[src/include/iemb_pkg.sv]
// constants and register map of the interrupt enable mask bank
package iemb_pkg;
  // register indices; byte address is four times the index
  localparam logic [13:0] IDX_UNMASK_THERMAL_CLOCK = 14'h2011;
  localparam logic [13:0] IDX_UNMASK_POWER_SUPPLY_HEADROOM = 14'h2012;
  localparam logic [13:0] IDX_UNMASK_BROWNOUT_ENGINE = 14'h2013;
  localparam logic [13:0] IDX_FLAG_THERMAL_CLOCK = 14'h200c;
  localparam logic [13:0] IDX_FLAG_POWER_SUPPLY_HEADROOM = 14'h200d;
  localparam logic [13:0] IDX_FLAG_BROWNOUT_ENGINE = 14'h200e;
  localparam logic [13:0] IDX_CLEAR_THERMAL_CLOCK = 14'h2016;
  localparam logic [13:0] IDX_CLEAR_POWER_SUPPLY_HEADROOM = 14'h2017;
  localparam logic [13:0] IDX_CLEAR_BROWNOUT_ENGINE = 14'h2018;
  localparam logic [13:0] IDX_IRQ_CONTROL = 14'h2020;
  // implemented bits of each bank, bank n at bits 8n+7:8n
  localparam logic [7:0] IMPL_THERMAL_CLOCK = 8'hf7;
  localparam logic [7:0] IMPL_POWER_SUPPLY_HEADROOM = 8'h3f;
  localparam logic [7:0] IMPL_BROWNOUT_ENGINE = 8'h0f;
  localparam logic [7:0] UNMASK_RESET = 8'h00;
  localparam logic [7:0] IRQ_CONTROL_RESET = 8'h00;
  localparam int IRQ_ENABLE_BIT = 0;
  localparam logic [1:0] RESP_OKAY = 2'h0;
  localparam logic [1:0] RESP_SLVERR = 2'h2;
  localparam int SYNC_STAGES = 2;
endpackage : iemb_pkg

[src/logic/iemb_mask_bank.sv]
// interrupt enable mask bank with flag latches and axi4-lite slave
`timescale 1ns/10ps
`default_nettype none
module iemb_mask_bank #(
  parameter int ADDR_W = 16
) (
  input wire logic aclk,
  input wire logic aresetn,
  // axi4-lite write address
  input wire logic [ADDR_W-1:0] s_axi_awaddr,
  input wire logic [2:0] s_axi_awprot,
  input wire logic s_axi_awvalid,
  output logic s_axi_awready,
  // axi4-lite write data
  input wire logic [31:0] s_axi_wdata,
  input wire logic [3:0] s_axi_wstrb,
  input wire logic s_axi_wvalid,
  output logic s_axi_wready,
  // axi4-lite write response
  output logic [1:0] s_axi_bresp,
  output logic s_axi_bvalid,
  input wire logic s_axi_bready,
  // axi4-lite read address
  input wire logic [ADDR_W-1:0] s_axi_araddr,
  input wire logic [2:0] s_axi_arprot,
  input wire logic s_axi_arvalid,
  output logic s_axi_arready,
  // axi4-lite read data
  output logic [31:0] s_axi_rdata,
  output logic [1:0] s_axi_rresp,
  output logic s_axi_rvalid,
  input wire logic s_axi_rready,
  // raw events, same bit layout as the enable registers
  input wire logic [7:0] raw_thermal_clock,
  input wire logic [7:0] raw_power_supply_headroom,
  input wire logic [7:0] raw_brownout_engine,
  // latched flags and interrupt
  output logic [23:0] event_flags,
  output logic irq
);

  if (ADDR_W < 16 || ADDR_W > 32) begin : g_addr_check
    $error("iemb_mask_bank: ADDR_W must be 16 to 32");
  end

  localparam logic [23:0] IMPL = {iemb_pkg::IMPL_BROWNOUT_ENGINE,
    iemb_pkg::IMPL_POWER_SUPPLY_HEADROOM, iemb_pkg::IMPL_THERMAL_CLOCK};
  localparam logic [23:0] UNMASK_RST = {3{iemb_pkg::UNMASK_RESET}};

  // state
  logic [23:0] unmask_q;
  logic [23:0] unmask_d;
  logic [23:0] sync1_q;
  logic [23:0] sync2_q;
  logic [23:0] sync3_q;
  logic [23:0] state_q;
  logic [23:0] state_d;
  logic [23:0] flag_q;
  logic [23:0] flag_d;
  logic [7:0] irq_ctl_q;
  logic [7:0] irq_ctl_d;
  logic irq_q;
  logic bvalid_q;
  logic [1:0] bresp_q;
  logic rvalid_q;
  logic [1:0] rresp_q;
  logic [31:0] rdata_q;
  logic [31:0] rdata_d;

  // write channel: address and data are taken together
  wire logic wr_go;
  wire logic [13:0] wr_idx;
  wire logic [2:0] wr_unmask_sel;
  wire logic [2:0] wr_clear_sel;
  wire logic [2:0] wr_flag_sel;
  wire logic wr_ctl_sel;
  wire logic wr_hit;
  wire logic wr_byte0;
  wire logic [23:0] wr_byte24;
  wire logic [23:0] unmask_we;
  wire logic [23:0] clear_we;
  wire logic [23:0] clear_strobe;

  // the upper address bits must be zero for a hit
  wire logic wr_high_zero;
  wire logic rd_high_zero;
  if (ADDR_W > 16) begin : g_high
    assign wr_high_zero = s_axi_awaddr[ADDR_W-1:16] == '0;
    assign rd_high_zero = s_axi_araddr[ADDR_W-1:16] == '0;
  end else begin : g_nohigh
    assign wr_high_zero = 1'b1;
    assign rd_high_zero = 1'b1;
  end

  // holding ready low until both are present lets the master send
  // them in either order without a skid buffer
  assign wr_go = s_axi_awvalid && s_axi_wvalid && !bvalid_q;
  assign s_axi_awready = wr_go;
  assign s_axi_wready = wr_go;
  assign wr_idx = s_axi_awaddr[15:2];
  assign wr_byte0 = wr_go && s_axi_wstrb[0];

  assign wr_unmask_sel[0] = wr_high_zero &&
    wr_idx == iemb_pkg::IDX_UNMASK_THERMAL_CLOCK;
  assign wr_unmask_sel[1] = wr_high_zero &&
    wr_idx == iemb_pkg::IDX_UNMASK_POWER_SUPPLY_HEADROOM;
  assign wr_unmask_sel[2] = wr_high_zero &&
    wr_idx == iemb_pkg::IDX_UNMASK_BROWNOUT_ENGINE;
  assign wr_clear_sel[0] = wr_high_zero &&
    wr_idx == iemb_pkg::IDX_CLEAR_THERMAL_CLOCK;
  assign wr_clear_sel[1] = wr_high_zero &&
    wr_idx == iemb_pkg::IDX_CLEAR_POWER_SUPPLY_HEADROOM;
  assign wr_clear_sel[2] = wr_high_zero &&
    wr_idx == iemb_pkg::IDX_CLEAR_BROWNOUT_ENGINE;
  assign wr_flag_sel[0] = wr_high_zero &&
    wr_idx == iemb_pkg::IDX_FLAG_THERMAL_CLOCK;
  assign wr_flag_sel[1] = wr_high_zero &&
    wr_idx == iemb_pkg::IDX_FLAG_POWER_SUPPLY_HEADROOM;
  assign wr_flag_sel[2] = wr_high_zero &&
    wr_idx == iemb_pkg::IDX_FLAG_BROWNOUT_ENGINE;
  assign wr_ctl_sel = wr_high_zero && wr_idx == iemb_pkg::IDX_IRQ_CONTROL;
  // flag registers are read only: a write there is accepted and dropped
  assign wr_hit = |wr_unmask_sel || |wr_clear_sel || |wr_flag_sel ||
    wr_ctl_sel;

  assign wr_byte24 = {3{s_axi_wdata[7:0]}};
  assign unmask_we = {{8{wr_unmask_sel[2]}}, {8{wr_unmask_sel[1]}},
    {8{wr_unmask_sel[0]}}} & {24{wr_byte0}};
  assign clear_we = {{8{wr_clear_sel[2]}}, {8{wr_clear_sel[1]}},
    {8{wr_clear_sel[0]}}} & {24{wr_byte0}};

  // reserved positions never store a one
  assign unmask_d = (unmask_q & ~unmask_we) |
    (wr_byte24 & unmask_we & IMPL);
  // only ones written produce a clear; zeros leave the bit alone
  assign clear_strobe = wr_byte24 & clear_we & IMPL;
  assign irq_ctl_d = (wr_byte0 && wr_ctl_sel) ?
    (s_axi_wdata[7:0] & 8'h01) : irq_ctl_q;

  // event path: synchroniser, edge detector, sticky state, flag
  wire logic [23:0] raw_all;
  wire logic [23:0] rise;
  wire logic flag_rise_any;

  assign raw_all = {raw_brownout_engine, raw_power_supply_headroom,
    raw_thermal_clock};
  // third stage only feeds the edge detector, never sync1
  assign rise = sync2_q & ~sync3_q & IMPL;
  // an edge in the clear cycle survives: set wins over clear
  assign state_d = ((state_q & ~clear_strobe) | rise) & IMPL;
  // a masked source stays low but its edge is remembered, so a
  // later unmask shows an edge that came while it was masked
  assign flag_d = state_d & unmask_q;
  // the second and third banks follow the same per-bit law
  assign flag_rise_any = |(flag_d & ~flag_q);

  always_ff @(posedge aclk) begin
    if (!aresetn) begin
      sync1_q <= '0;
      sync2_q <= '0;
      sync3_q <= '0;
    end else begin
      sync1_q <= raw_all;
      sync2_q <= sync1_q;
      sync3_q <= sync2_q;
    end
  end

  always_ff @(posedge aclk) begin
    if (!aresetn) begin
      unmask_q <= UNMASK_RST;
      state_q <= '0;
      flag_q <= '0;
      irq_ctl_q <= iemb_pkg::IRQ_CONTROL_RESET;
      irq_q <= 1'b0;
    end else begin
      unmask_q <= unmask_d;
      state_q <= state_d;
      flag_q <= flag_d;
      irq_ctl_q <= irq_ctl_d;
      // one-cycle pulse per cycle in which any flag goes low to high, so flags rising together give one pulse
      irq_q <= irq_ctl_q[iemb_pkg::IRQ_ENABLE_BIT] && flag_rise_any;
    end
  end

  assign event_flags = flag_q;
  assign irq = irq_q;

  // write response
  always_ff @(posedge aclk) begin
    if (!aresetn) begin
      bvalid_q <= 1'b0;
      bresp_q <= iemb_pkg::RESP_OKAY;
    end else if (wr_go) begin
      bvalid_q <= 1'b1;
      bresp_q <= wr_hit ? iemb_pkg::RESP_OKAY : iemb_pkg::RESP_SLVERR;
    end else if (s_axi_bready) begin
      bvalid_q <= 1'b0;
    end
  end

  assign s_axi_bvalid = bvalid_q;
  assign s_axi_bresp = bresp_q;

  // read channel
  wire logic rd_go;
  wire logic [13:0] rd_idx;
  wire logic rd_hit;
  wire logic rd_clear_sel;

  assign rd_go = s_axi_arvalid && !rvalid_q;
  assign s_axi_arready = !rvalid_q;
  assign rd_idx = s_axi_araddr[15:2];
  // clear registers are write only and read back as zero
  assign rd_clear_sel = rd_high_zero &&
    (rd_idx == iemb_pkg::IDX_CLEAR_THERMAL_CLOCK ||
     rd_idx == iemb_pkg::IDX_CLEAR_POWER_SUPPLY_HEADROOM ||
     rd_idx == iemb_pkg::IDX_CLEAR_BROWNOUT_ENGINE);

  always_comb begin
    rdata_d = 32'h0000_0000;
    if (!rd_high_zero) begin
      rdata_d = 32'h0000_0000;
    end else if (rd_idx == iemb_pkg::IDX_UNMASK_THERMAL_CLOCK) begin
      rdata_d = {24'h00_0000, unmask_q[7:0]};
    end else if (rd_idx == iemb_pkg::IDX_UNMASK_POWER_SUPPLY_HEADROOM) begin
      rdata_d = {24'h00_0000, unmask_q[15:8]};
    end else if (rd_idx == iemb_pkg::IDX_UNMASK_BROWNOUT_ENGINE) begin
      rdata_d = {24'h00_0000, unmask_q[23:16]};
    end else if (rd_idx == iemb_pkg::IDX_FLAG_THERMAL_CLOCK) begin
      rdata_d = {24'h00_0000, flag_q[7:0]};
    end else if (rd_idx == iemb_pkg::IDX_FLAG_POWER_SUPPLY_HEADROOM) begin
      rdata_d = {24'h00_0000, flag_q[15:8]};
    end else if (rd_idx == iemb_pkg::IDX_FLAG_BROWNOUT_ENGINE) begin
      rdata_d = {24'h00_0000, flag_q[23:16]};
    end else if (rd_idx == iemb_pkg::IDX_IRQ_CONTROL) begin
      rdata_d = {24'h00_0000, irq_ctl_q};
    end
  end

  assign rd_hit = rd_high_zero && (rd_clear_sel ||
    rd_idx == iemb_pkg::IDX_UNMASK_THERMAL_CLOCK ||
    rd_idx == iemb_pkg::IDX_UNMASK_POWER_SUPPLY_HEADROOM ||
    rd_idx == iemb_pkg::IDX_UNMASK_BROWNOUT_ENGINE ||
    rd_idx == iemb_pkg::IDX_FLAG_THERMAL_CLOCK ||
    rd_idx == iemb_pkg::IDX_FLAG_POWER_SUPPLY_HEADROOM ||
    rd_idx == iemb_pkg::IDX_FLAG_BROWNOUT_ENGINE ||
    rd_idx == iemb_pkg::IDX_IRQ_CONTROL);

  always_ff @(posedge aclk) begin
    if (!aresetn) begin
      rvalid_q <= 1'b0;
      rresp_q <= iemb_pkg::RESP_OKAY;
      rdata_q <= 32'h0000_0000;
    end else if (rd_go) begin
      rvalid_q <= 1'b1;
      rresp_q <= rd_hit ? iemb_pkg::RESP_OKAY : iemb_pkg::RESP_SLVERR;
      rdata_q <= rdata_d;
    end else if (s_axi_rready) begin
      rvalid_q <= 1'b0;
    end
  end

  assign s_axi_rvalid = rvalid_q;
  assign s_axi_rresp = rresp_q;
  assign s_axi_rdata = rdata_q;
endmodule : iemb_mask_bank
`default_nettype wire

[config.mk]
export PLATFORM = sky130hd
export DESIGN_NAME = iemb_mask_bank
export DESIGN_NICKNAME = d
export VERILOG_FILES = /design/src/include/iemb_pkg.sv /design/src/logic/iemb_mask_bank.sv
export SDC_FILE = /design/constraint.sdc
export NUM_CORES = 1
export LEC_CHECK = 0
export BUFFER_PORTS_ARGS = -buffer_cell sky130_fd_sc_hd__clkbuf_2
export CAP_MARGIN = 20
export CORE_ASPECT_RATIO = 1.2
export CORE_MARGIN = 1
export CORE_UTILIZATION = 51
export CTS_CLUSTER_SIZE = 16
export DETAILED_ROUTE_END_ITERATION = 6
export PLACE_DENSITY = 0.8
export SLEW_MARGIN = 30
export SYNTH_ARGS = -nofsm -noshare
export SYNTH_HDL_FRONTEND = slang
export SYNTH_SLANG_ARGS = --single-unit
[constraint.sdc]
create_clock -name aclk -period 2.8 [get_ports aclk]
set_input_delay 0.28 -clock aclk [delete_from_list [all_inputs] [get_ports aclk]]
set_output_delay 0.28 -clock aclk [all_outputs]
set_load 0.005 [all_outputs]
* After elaboration in Yosys (flattened, before gate mapping)
Cells that the tools add are included.
Widths: inputs -> output; s select.
** Word-level totals
- Logic and storage cells :: 87
- Memories kept :: 0
- Bits in read-only memories :: 0
- Latch bits :: 0
- Output and inout port bits :: 66
- Flip-flop bits (word level) :: 165
- Memory bits (writable) :: 0
- Input bits :: 105
** Cells by class
- Shifts and indexed selects :: 0
- Bitwise operators :: 15
- Multiplexer cells :: 13
- Add/sub/neg operators :: 0
- Equality and inequality tests :: 20
- Reduce and logical (&&, ||, !) cells :: 26
- Order comparisons :: 0
- $mul :: 0
- Div/mod/pow operators :: 0
** Operators with widths (count)
- $eq 14x14->1 const B :: 20
- $and 20x20->20 :: 5
- $and 24x24->24 :: 3
- $mux 32 :: 2
- $not 24->24 :: 2
- $not 20->20 :: 2
- $mux 8 :: 4
- $and 20x24->24 :: 1
- $or 24x20->24 :: 1
- $reduce_or 24->1 :: 1
- $or 20x20->20 :: 1
- $logic_or 1x1->1 :: 12
- $reduce_or 3->1 :: 3
- $logic_and 1x1->1 :: 6
- $mux 1 :: 5
- $mux 2 :: 2
- $reduce_bool 2->1 :: 2
- $logic_not 1->1 :: 2

* Depth between registers and ports, before layout
Gate-level depths: netlist of run 1.
- Word-level depth :: 12
- Gate-level depth with buffers :: 8
- Depth with buffers taken out :: 6

* Worst setup path after synthesis of run 1
Ideal clock, no wire load.
- Kind :: input -> register
- From :: input s_axi_awaddr[13]
- To :: register irq_q, in the netlist irq
- Data required time :: 2669 ps
- Buffers on the path :: 0
- Arrival time :: 2083 ps
- Stages on the path :: 6
- Library setup time :: 131 ps
- Setup slack :: 586 ps
- Cells stage by stage :: or4b_4 -> nor4_4 -> a41oi_1 -> or3_1 -> a311oi_1 -> a31oi_1
** Between the ends
- Cells in the longest elaborated chain, start to end :: 10
- Elaborated cells on any way between the ends :: 12
- Those cells by class :: eq/ne (3); bitwise (7); reduce/logical (2)
** RTL lines
- from (decl) :: RTL line iemb_mask_bank.sv:10 : input wire logic [ADDR_W-1:0] s_axi_awaddr,
- $eq 14x14->1, on equally long branches :: RTL line iemb_mask_bank.sv:110, iemb_mask_bank.sv:112, iemb_mask_bank.sv:114
- $and 20x20->20 * :: RTL line iemb_mask_bank.sv:130 : {8{wr_clear_sel[0]}}} & {24{wr_byte0}};
- $and 20x20->20 * :: RTL line iemb_mask_bank.sv:136 : assign clear_strobe = wr_byte24 & clear_we & IMPL;
- $not 20->20 * :: RTL line iemb_mask_bank.sv:150 : assign state_d = ((state_q & ~clear_strobe) | rise) & IMPL;
- $and 20x20->20 * :: RTL line iemb_mask_bank.sv:150
- $or 20x20->20 * :: RTL line iemb_mask_bank.sv:150
- $and 20x24->24 * :: RTL line iemb_mask_bank.sv:153 : assign flag_d = state_d & unmask_q;
- $and 24x24->24 * :: RTL line iemb_mask_bank.sv:155 : assign flag_rise_any = |(flag_d & ~flag_q);
- $reduce_or 24->1 * :: RTL line iemb_mask_bank.sv:155
- $logic_and 1x1->1 * :: RTL line iemb_mask_bank.sv:182 : irq_q <= irq_ctl_q[iemb_pkg::IRQ_ENABLE_BIT] && flag_rise_any;
- to (signal assigned) :: RTL line iemb_mask_bank.sv:182
- to (decl) :: RTL line iemb_mask_bank.sv:62 : logic irq_q;
Every way passes the cells marked *; elsewhere a longest branch is shown, timed or not.
A chain may end at the register's enable or synchronous reset.

* Worst setup path after layout of run 1
- From :: register bvalid_q, in the netlist s_axi_bvalid
- To :: register irq_q, in the netlist irq
** Between the ends
- Cells in the longest elaborated chain, start to end :: 12
** RTL lines
- from (decl) :: RTL line iemb_mask_bank.sv:63 : logic bvalid_q;
- from (signal assigned) :: RTL line iemb_mask_bank.sv:192 : bvalid_q <= 1'b0;
- from (signal assigned) :: RTL line iemb_mask_bank.sv:195 : bvalid_q <= 1'b1;
- from (signal assigned) :: RTL line iemb_mask_bank.sv:198 : bvalid_q <= 1'b0;
- $logic_not 1->1 :: RTL line iemb_mask_bank.sv:97 : assign wr_go = s_axi_awvalid && s_axi_wvalid && !bvalid_q;
- $logic_and 1x1->1 :: RTL line iemb_mask_bank.sv:97
- $logic_and 1x1->1 :: RTL line iemb_mask_bank.sv:101 : assign wr_byte0 = wr_go && s_axi_wstrb[0];
- $and 20x20->20 :: RTL line iemb_mask_bank.sv:130
- $and 20x20->20 :: RTL line iemb_mask_bank.sv:136
- $not 20->20 :: RTL line iemb_mask_bank.sv:150
- $and 20x20->20 :: RTL line iemb_mask_bank.sv:150
- $or 20x20->20 :: RTL line iemb_mask_bank.sv:150
- $and 20x24->24 :: RTL line iemb_mask_bank.sv:153
- $and 24x24->24 :: RTL line iemb_mask_bank.sv:155
- $reduce_or 24->1 :: RTL line iemb_mask_bank.sv:155
- $logic_and 1x1->1 :: RTL line iemb_mask_bank.sv:182
No other way between the ends.

==> results of run 1 <==
[cell type report]
type / instances / area, um^2 / share of cell area [%]
Clock inverter: 10 / 163 / 2.57
Timing Repair Buffer: 105 / 556 / 8.78
Tap cell: 126 / 158 / 2.49
Clock buffer: 22 / 474 / 7.50
Sequential cell: 123 / 2460 / 38.9
Multi-Input combinational cell: 396 / 2460 / 39.0
Inverter: 13 / 48.8 / 0.771
[worst reg2reg max path: cells and delay by family, from the launching register on]
family                 cells  cell delay [ps]
AOI/OAI and AO/OA          3              710
buffers and inverters      1              220
DFF                        1              310
and+or+nand+nor            3              910
[cells by family (layout without fill, tap and decap cells)]
logic type      after synthesis  after routing  synth area share (%)
flops                       123            123                  47.3
simple gates                241            241                  27.7
buf+inv                      70            150                  7.67
compound gates               95             95                  12.0
other cells                   1             33                0.0720
mux                          27             27                  5.34
[report_power, final]
| group | leakage, nW | total, mW | switching [mW] | internal (mW) |
|---|---|---|---|---|
| clock network | 0.307 | 2.32 | 0.760 | 1.56 |
| logic | 1.52 | 0.233 | 0.135 | 0.0983 |
| registers | 1.00 | 1.82 | 0.0197 | 1.80 |
| total | 2.83 | 4.38 | 0.915 | 3.46 |
[per-layer routing]
layer	up-vias	wire length (um)	track usage, %	share of wire [%]
met5	-	0	0	0
met4	0	382	12.3	3.1
met3	35	847	6.91	6.9
met2	203	5910	40.3	48
met1	1951	5060	28.5	41
li1	2075	-	-	-
[worst max path at each step]
| stage | startpoint | endpoint | slack (ps) | cells after the start |
|---|---|---|---|---|
| 6_report | s_axi_bvalid$_SDFFE_PN0P_ | irq$_SDFF_PN0_ | 530 | 7 |
| 5_1_grt | s_axi_bvalid$_SDFFE_PN0P_ | irq$_SDFF_PN0_ | 350 | 7 |
| 4_1_cts | s_axi_bvalid$_SDFFE_PN0P_ | irq$_SDFF_PN0_ | 540 | 7 |
| 3_5_place_dp | s_axi_awaddr[13] | irq$_SDFF_PN0_ | 290 | 8 |
| 3_3_place_gp | s_axi_awaddr[13] | irq$_SDFF_PN0_ | 320 | 8 |
| 2_1_floorplan | s_axi_awaddr[13] | irq$_SDFF_PN0_ | 590 | 6 |
[stage by stage]
stage               setup WS [ps]  cells  hold slack (ps)
floorplan                     586    589              379
finish                        527    795             43.6
CTS                           540    795             35.9
global placement              317    763              414
global route                  348    795             36.1
detailed placement            290    763              417
[cells in the final DEF (no fill, tap or decap), types with 5 or more instances in the layout]
master / n
a21boi_0: 5
mux2i_1: 21
a211oi_1: 5
nand3_1: 13
dfxtp_1: 123
nor3_1: 6
and3_1: 12
and2_1: 68
inv_1: 12
nand3b_1: 8
a21oi_1: 24
a31oi_1: 6
conb_1: 33
nor2_1: 37
nand2_1: 20
buf_4: 12
o21ai_0: 19
a22o_1: 7
mux2_2: 6
nor2b_1: 31
clkbuf_16: 17
nor4bb_1: 6
clkbuf_2: 93
nand2b_1: 11
[cell usage after synthesis (all sizes together) (4+ instances only)]
library cell  count  area, um^2
clkbuf           18        67.6
inv              13        48.8
and2             70         439
a21oi            24         120
a22o              7        61.3
dfxtp           123        2460
a21o              4        30.0
a31oi             6        37.5
nand2            20        75.1
o21ai            19        95.1
and3             13        82.6
buf              39         283
o21a              4        30.0
nor4bb            6        60.1
nor4              4        40.0
nor3b             4        30.0
nor2b            31         194
a211oi            5        37.5
nand3            13        65.1
nor4b             4        35.0
nor2             37         139
nand2b           11        68.8
a21boi            5        37.5
nand3b            8        60.1
mux2i            21         210
nor3              7        40.0
o22ai             4        25.0
mux2              6        67.6
==> run metrics, run 1 <==
run status finished clean; warnings from Yosys 0; clock tree from TritonCTS built; Period Utilization, post-route 81.2%; power per cell area 692 nW/um^2; DRC 0; Finished Cell Area 6330 um^2; count of vias placed by the detailed router 4264; number of nets with antenna violations after routing 0; most used flip-flop cell after synthesis dfxtp_1; worst hold stages 2; end point of the most critical hold path s_axi_rvalid$_SDFFE_PN0P_; Post-synth EDFFs 0; CP Data Required Time ~3100 ps; number of synthesized register bits 123; largest net degree at the start of global routing 76; Area growth, synth to finish 21.5%; Die Footprint 10600 um^2; routed wire length 12200 um; leakage around 2.8 nW; RSZ-0062 raised after global routing false; htree depth 4; Arrival @ worst endpoint 2550 ps; maximum cell stage delay along the critical path 480 ps; number of violations of the max-capacitance limit 0; family with the most delay on the worst path simple AND/OR/NAND/NOR gates; Final HPWL DP roughly 8600 um; distinct cell type count after synthesis between 50 and 60; number of failing setup endpoints in the final timing report 0; Initial DRT Pass Iterations 5; antenna violations before repair 0; Worst Skew between 9 and 10 ps; TritonCTS buffer count 17; Post-CTS Hold Fix Bufs 0; Crit. End Element register; post-DR vias/cell between 5 and 6; number of violations reported at the end of detailed-routing iteration 0 roughly 280; diode count 0; Worst setup SP type register; cells along the critical path nand3b_1 > nor4_4 > buf_4 > and3_2 > a21oi_1 > a2111oi_1 > a31oi_1; clock latency reported for the late side of the worst-skew pair around 420 ps; effective utilization at floorplan 52.3%; total power consumption of the routed design 4.38 mW; length in cells of the worst reg-to-reg path 7; fraction of the yosys area taken by sequential cells between 40% and 50%; clock root buffer master clkbuf_16; instance area after placement 5690 um^2; critical register-to-register path startpoint s_axi_bvalid$_SDFFE_PN0P_; maximum fanout count along the critical path 10; routability congestion estimate from global placement 0.878; first-pass GRT wire length between 15000 and 20000 um; achievable frequency 0.440 GHz; number of filler instances in the final layout around 850; library cell contributing the largest single delay on the critical path a2111oi_1; Final TNS setup 0 ps; mean instance size in the synthesized netlist 9.35 um^2; # Post-CTS Setup Buffers 0; hold wc startpoint s_axi_rready; # clock sinks 123; Horiz. Die Dim 94.2 um; setup slack on the worst flop-to-flop path 530 ps; final global-route overflow total 0; total routing usage reported by global routing about a quarter; post-CTS sizing 0; Syn Inst Count 557; clock-pin transition on the worst setup and hold timing paths 60 ps; fraction of final layout cells with drive strength greater than 1 between 20% and 30%; share of synthesized registers carrying an async set or reset 0%; Bufs and invs on worst path 1; share of the core filled with cells 63.5%; final number of hold-violating endpoints 0; worst setup path class reg -> reg; worst IR drop on VDD 0.410 mV; Netlist Area Pre-Place 5210 um^2; Die Y-Extent between 100 and 150 um; IO buf count 93; Tightest Pin Transition 707 ps; detailed-route wire length per cell 15.4 um; capture instance of the worst register-to-register path irq$_SDFF_PN0_; maximum count of clock buffers along a single path 2; number of global-route vias before repair between 4000 and 5000; row count 40; number of placed I/O pins 171; Max Transition Viols Final 0; core box area 9960 um^2; worst relative slew slack around 53%; class of the most critical hold timing path in -> reg; # nets final 761; fin crit period 2270 ps
Power figures use the tool's default switching activity.
==> run 2, diff against run 1 <==
--- a/config.mk
+++ b/config.mk
@@ -9,10 +9,10 @@
 export CAP_MARGIN = 20
 export CORE_ASPECT_RATIO = 1.2
 export CORE_MARGIN = 1
-export CORE_UTILIZATION = 51
+export CORE_UTILIZATION = 46
 export CTS_CLUSTER_SIZE = 16
 export DETAILED_ROUTE_END_ITERATION = 6
-export PLACE_DENSITY = 0.8
+export PLACE_DENSITY = 0.77
 export SLEW_MARGIN = 30
 export SYNTH_ARGS = -nofsm -noshare
 export SYNTH_HDL_FRONTEND = slang
==> constraint.sdc (replaced) <==
create_clock -name aclk -period 2 [get_ports aclk]
set_input_delay 0.2 -clock aclk [delete_from_list [all_inputs] [get_ports aclk]]
set_output_delay 0.2 -clock aclk [all_outputs]
set_load 0.005 [all_outputs]
==> run 2 against run 1 <==
  * Critical path depth did not move
  * First-iteration DRC count fell by 8.2%
  * Register-to-register slack got worse by 450 ps
  * Critical path type unchanged
  * Largest power group unchanged
==> run metrics, run 2 (synthesis results as in run 1) <==
first-pass GRT wire length between 20000 and 25000 um; Initial DRT Pass Iterations 5; post-placement cell count 796; number of filler instances in the final layout 970; class of the most critical hold timing path in -> reg; Die Y-Extent 119 um; area occupied by multi-input gates roughly 2500 um^2; run status finished clean; critical register-to-register path startpoint s_axi_bvalid$_SDFFE_PN0P_; Tightest Pin Transition 512 ps; # nets final 810; met3 routed WL 648 um; Met2 Routed Length 6590 um; instance area after placement 5910 um^2; share of the core filled with cells 61.1%; routability congestion estimate from global placement 0.891; row count 42; leakage 3.04 nW; Final HPWL DP between 9000 and 10000 um; Crit. End Element register; number of placed I/O pins 171; clock-pin transition on the worst setup and hold timing paths 60 ps; Finished Cell Area 6750 um^2; Horiz. Die Dim 99.1 um; htree depth 4; maximum count of clock buffers along a single path 2; clock latency reported for the late side of the worst-skew pair between 400 and 500 ps; final number of hold-violating endpoints 0; diode count 0; core box area between 10000 and 15000 um^2; maximum fanout count along the critical path 8; number of nets with antenna violations after routing 0; total routing usage reported by global routing 23.2%; effective utilization at floorplan ~47%; Period Utilization, post-route a little over nine tenths; Area growth, synth to finish 29.6%; number of failing setup endpoints in the final timing report 0; CP Data Required Time 2290 ps; clock tree from TritonCTS built; IO buf count 93; fraction of final layout cells with drive strength greater than 1 26.2%; length in cells of the worst reg-to-reg path 7; clock root buffer master clkbuf_16; most frequent cells in the layout 123 x dfxtp_1, 93 x clkbuf_2, 68 x and2_1; achievable frequency 0.519 GHz; worst IR drop on VDD 0.634 mV; worst relative slew slack 65.8%; TritonCTS buffer count 17; Max Transition Viols Final 0; final global-route overflow total 0; met1 WL 5660 um; Arrival @ worst endpoint around 2200 ps; worst setup path startpoint s_axi_bvalid$_SDFFE_PN0P_; largest net degree at the start of global routing 43; RSZ-0062 raised after global routing true; setup ws final 73.7 ps; number of violations of the max-capacitance limit 0; Worst Skew 4.72 ps; detailed-route wire length per cell 15.6 um; DRC 0; capture instance of the worst register-to-register path irq$_SDFF_PN0_; routed wire length 13200 um; CP endpoint irq$_SDFF_PN0_; # clock sinks 123; number of cells in the finished layout apart from fillers 850; Die Footprint 11700 um^2; Worst setup SP type register; register area approximately 2500 um^2; count of vias placed by the detailed router 4456; antenna violations before repair 0; number of violations reported at the end of detailed-routing iteration 0 259; worst slack at placement -353 ps; number of global-route vias before repair around 4300; power per cell area a little under 900 nW/um^2; fin crit period 1930 ps; uppermost layer routed met4; post-DR vias/cell 5.24; setup slack on the worst flop-to-flop path 70 ps; leading cell type in the layout, fill and taps excluded dfxtp_1; worst setup path class reg -> reg
==> run 2: cell types whose count changed in the layout (fill, tap and decap cells not counted), moves of 2 or more <==
cell / previous run / this run
bufinv_16: 4 / 2
clkbuf_8: 3 / 0
buf_4: 12 / 43
clkbuf_1: 2 / 0
inv_6: 1 / 6
dlygate4sd3_1: 0 / 18
clkinv_4: 1 / 3
==> run 2: worst max-delay path, stage by stage, from the launching register on <==
cell and delay, ps:
dfxtp_1 300, nand3b_1 210, nor4_4 310, buf_4 220
nand3_2 90, a22o_1 240, a2111oi_4 320, a31oi_1 120
==> run 2: per-stage QoR <==
step / setup TNS, ps / power (mW) / hold WS [ps]
floorplan: -314 / 2.84 / 299
global route: -46.5 / 6.15 / 75.8
CTS: 0 / 5.98 / 0.264
finish: 0 / 5.95 / 57.4
global placement: -3150 / 2.94 / 389
detailed placement: -3800 / 2.95 / 395
==> run 2: worst min-delay path by stage <==
stage	start	endpoint	slack, ps	cells after the start
floorplan	s_axi_rready	s_axi_rvalid$_SDFFE_PN0P_	300	1
detailed placement	s_axi_rready	s_axi_rvalid$_SDFFE_PN0P_	400	2
finish	s_axi_bready	s_axi_bvalid$_SDFFE_PN0P_	60	3
global placement	s_axi_rready	s_axi_rvalid$_SDFFE_PN0P_	390	2
global route	s_axi_wdata[7]	register	80	3
CTS	raw_thermal_clock[7]	sync1_q[7]$_SDFF_PN0_	0.3	2
==> run 2: metal layers <==
metal	global-route usage, %	vias up
met3	5.91	21
met5	0	-
met4	8.82	0
li1	-	2173
met1	26.6	2090
met2	41.0	172
==> run 2: what timing repair did <==
| item | CTS | global route |
|---|---|---|
| hold buffers | 17 | 1 |
| endpoints found under the setup margin | 1 | 2 |
| hold endpoints to repair | 17 | 1 |
| resized for setup | 0 | 6 |
| setup buffers | 1 | 3 |
| pin swaps | 1 | 2 |
==> run 2: power by group <==
group,internal (mW),switching [mW],total (mW)
clock network,1.85,1.16,3.01
logic,0.180,0.204,0.384
registers,2.52,0.0285,2.55
total,4.56,1.39,5.95
==> run 2: layout make-up <==
cell class / instances / area share [%]
Multi-Input combinational cell: 396 / 37.3
Sequential cell: 123 / 36.5
Timing Repair Buffer: 154 / 14.4
Clock buffer: 17 / 6.30
Tap cell: 132 / 2.45
Clock inverter: 15 / 2.39
Inverter: 13 / 0.723
==> run 3, diff against run 2 <==
--- a/config.mk
+++ b/config.mk
@@ -13,6 +13,7 @@
 export CTS_CLUSTER_SIZE = 16
 export DETAILED_ROUTE_END_ITERATION = 6
 export PLACE_DENSITY = 0.77
+export REMOVE_ABC_BUFFERS = 1
 export SLEW_MARGIN = 30
 export SYNTH_ARGS = -nofsm -noshare
 export SYNTH_HDL_FRONTEND = slang
==> run 3 against run 2 <==
  * The run now ends with negative setup slack left
  * Design area grew 0.41%
  * Worst setup slack worse by 110 ps
  * Count of clock-buffer cells in the layout rose by 6
  * Sequential share of layout area is 0.15 points lower
  * Power up 3.8%
  * Largest power group unchanged
  * Die area did not move
  * Combinational power grew 2%
==> run metrics, run 3 (synthesis results as in run 1) <==
run status finished, violations left; violations in the final reports negative setup slack; post-DR vias/cell ~5.4; # clock sinks 123; Horiz. Die Dim slightly below 100 um; CP Data Required Time between 2000 and 2500 ps; DRC 0; Die Y-Extent 119 um; row count 42; largest net degree at the start of global routing 76; Final TNS setup -33.6 ps; Worst setup SP type register; clock tree from TritonCTS built; share of the core filled with cells 61.4%; Bufs and invs on worst path 1; worst IR drop on VDD ~0.5 mV; worst slack on hold paths slightly below 60 ps; final global-route overflow total 0; number of global-route vias before repair 4349; family with the most delay on the worst path compound AO/OA/AOI/OAI gates; number of failing setup endpoints in the final timing report 1; first-pass GRT wire length around 21000 um; detailed-route wire length per cell 16.0 um; capture instance of the worst register-to-register path irq$_SDFF_PN0_; htree depth 4; Initial DRT Pass Iterations 4; power per cell area 911 nW/um^2; hold wc startpoint s_axi_bready; count of vias placed by the detailed router roughly 4600; setup ws final -33.6 ps; routed wire length 13500 um; post-placement cell count 795; achievable frequency 0.492 GHz; Worst Skew 6.71 ps; leakage 3.07 nW; class of the most critical hold timing path in -> reg; total power consumption of the routed design ~6.2 mW; IO buf count between 90 and 100; core box area between 10000 and 15000 um^2; number of violations of the max-capacitance limit 0; final number of hold-violating endpoints 0; routability congestion estimate from global placement 0.912; # nets final between 800 and 900; Arrival @ worst endpoint between 2000 and 2500 ps; number of cells in the finished layout apart from fillers 847; Period Utilization, post-route 102%; number of violations reported at the end of detailed-routing iteration 0 approximately 270; Crit. End Element register; Final HPWL DP 9420 um; setup slack on the worst flop-to-flop path -30 ps; end point of the most critical hold path s_axi_bvalid$_SDFFE_PN0P_; critical register-to-register path startpoint s_axi_bvalid$_SDFFE_PN0P_; clock-pin transition on the worst setup and hold timing paths 50 ps; number of filler instances in the final layout between 900 and 1000; fraction of final layout cells with drive strength greater than 1 25.2%; maximum count of clock buffers along a single path 2; effective utilization at floorplan 47.2%; number of placed I/O pins 171; number of nets with antenna violations after routing 0; worst setup path class reg -> reg; library cell contributing the largest single delay on the critical path nor4_4; maximum fanout count along the critical path 5; worst relative slew slack 56.2%; maximum cell stage delay along the critical path 390 ps; Tightest Pin Transition about 660 ps; antenna violations before repair 0; leading cell type in the layout, fill and taps excluded dfxtp_1; length in cells of the worst reg-to-reg path 7; most frequent cells in the layout 123 x dfxtp_1, 93 x clkbuf_2, 68 x and2_1; clock latency reported for the late side of the worst-skew pair ~400 ps; Die Footprint 11700 um^2; total routing usage reported by global routing 23.7%; fin crit period 2030 ps; diode count 0; cells along the critical path nand3b_1 > nor4_4 > buf_4 > a41oi_1 > a21o_1 > a311oi_2 > a31oi_1; Area growth, synth to finish 30.1%; RSZ-0062 raised after global routing true; worst hold stages 3; Max Transition Viols Final 0; clock root buffer master clkbuf_16; TritonCTS buffer count 17
run 3: repair_timing:
action	4_1_cts	5_1_grt
resized for setup	6	4
endpoints found under the setup margin	8	16
setup buffers	1	3
endpoints found under the hold margin	18	0
pin swaps	2	3
hold buffers	18	0
run 3: where the power goes:
group / internal [mW] / total (mW) / switching, mW
registers: 2.53 / 2.56 / 0.0288
clock network: 2.20 / 3.23 / 1.03
logic: 0.182 / 0.392 / 0.210
run 3: worst max path at each step:
stage                                    from              to  slack (ps)  depth (start not counted)
CTS                 s_axi_bvalid$_SDFFE_PN0P_  irq$_SDFF_PN0_         -20                          7
global placement             s_axi_awaddr[13]  irq$_SDFF_PN0_        -340                          8
global route        s_axi_bvalid$_SDFFE_PN0P_  irq$_SDFF_PN0_        -100                          7
finish              s_axi_bvalid$_SDFFE_PN0P_  irq$_SDFF_PN0_         -30                          7
floorplan                    s_axi_awaddr[13]  irq$_SDFF_PN0_        -150                          6
detailed placement           s_axi_awaddr[13]  irq$_SDFF_PN0_        -400                          8
run 3: final cells by class:
class	instances	area, um^2	share of cell area (%)
Multi-Input combinational cell	396	2500	37.0
Inverter	13	48.8	0.720
Tap cell	132	165	2.44
Clock inverter	7	138	2.03
Sequential cell	123	2460	36.3
Timing Repair Buffer	153	968	14.3
Clock buffer	23	488	7.20
run 3: worst reg2reg max path: cells and delay by family, from the launching register on:
family	cells	cell delay (ps)
DFF	1	300
buffers and inverters	1	220
AOI/OAI and AO/OA	4	750
and+or+nand+nor	2	640
run 3: routing by layer:
metal  GRT usage [%]  up-vias  wire (um)
li1                -     2163          -
met5               0        -          0
met3            6.62       50       1030
met2            39.7      221       6580
met4            14.8        0        559
met1            26.5     2118       5350
run 3: stage by stage:
step                setup WS, ps  cell area (um^2)
CTS                        -16.5              6740
global placement            -344              5890
detailed placement          -400              5890
global route                -105              6780
floorplan                   -154              4980
finish                     -33.6              6780
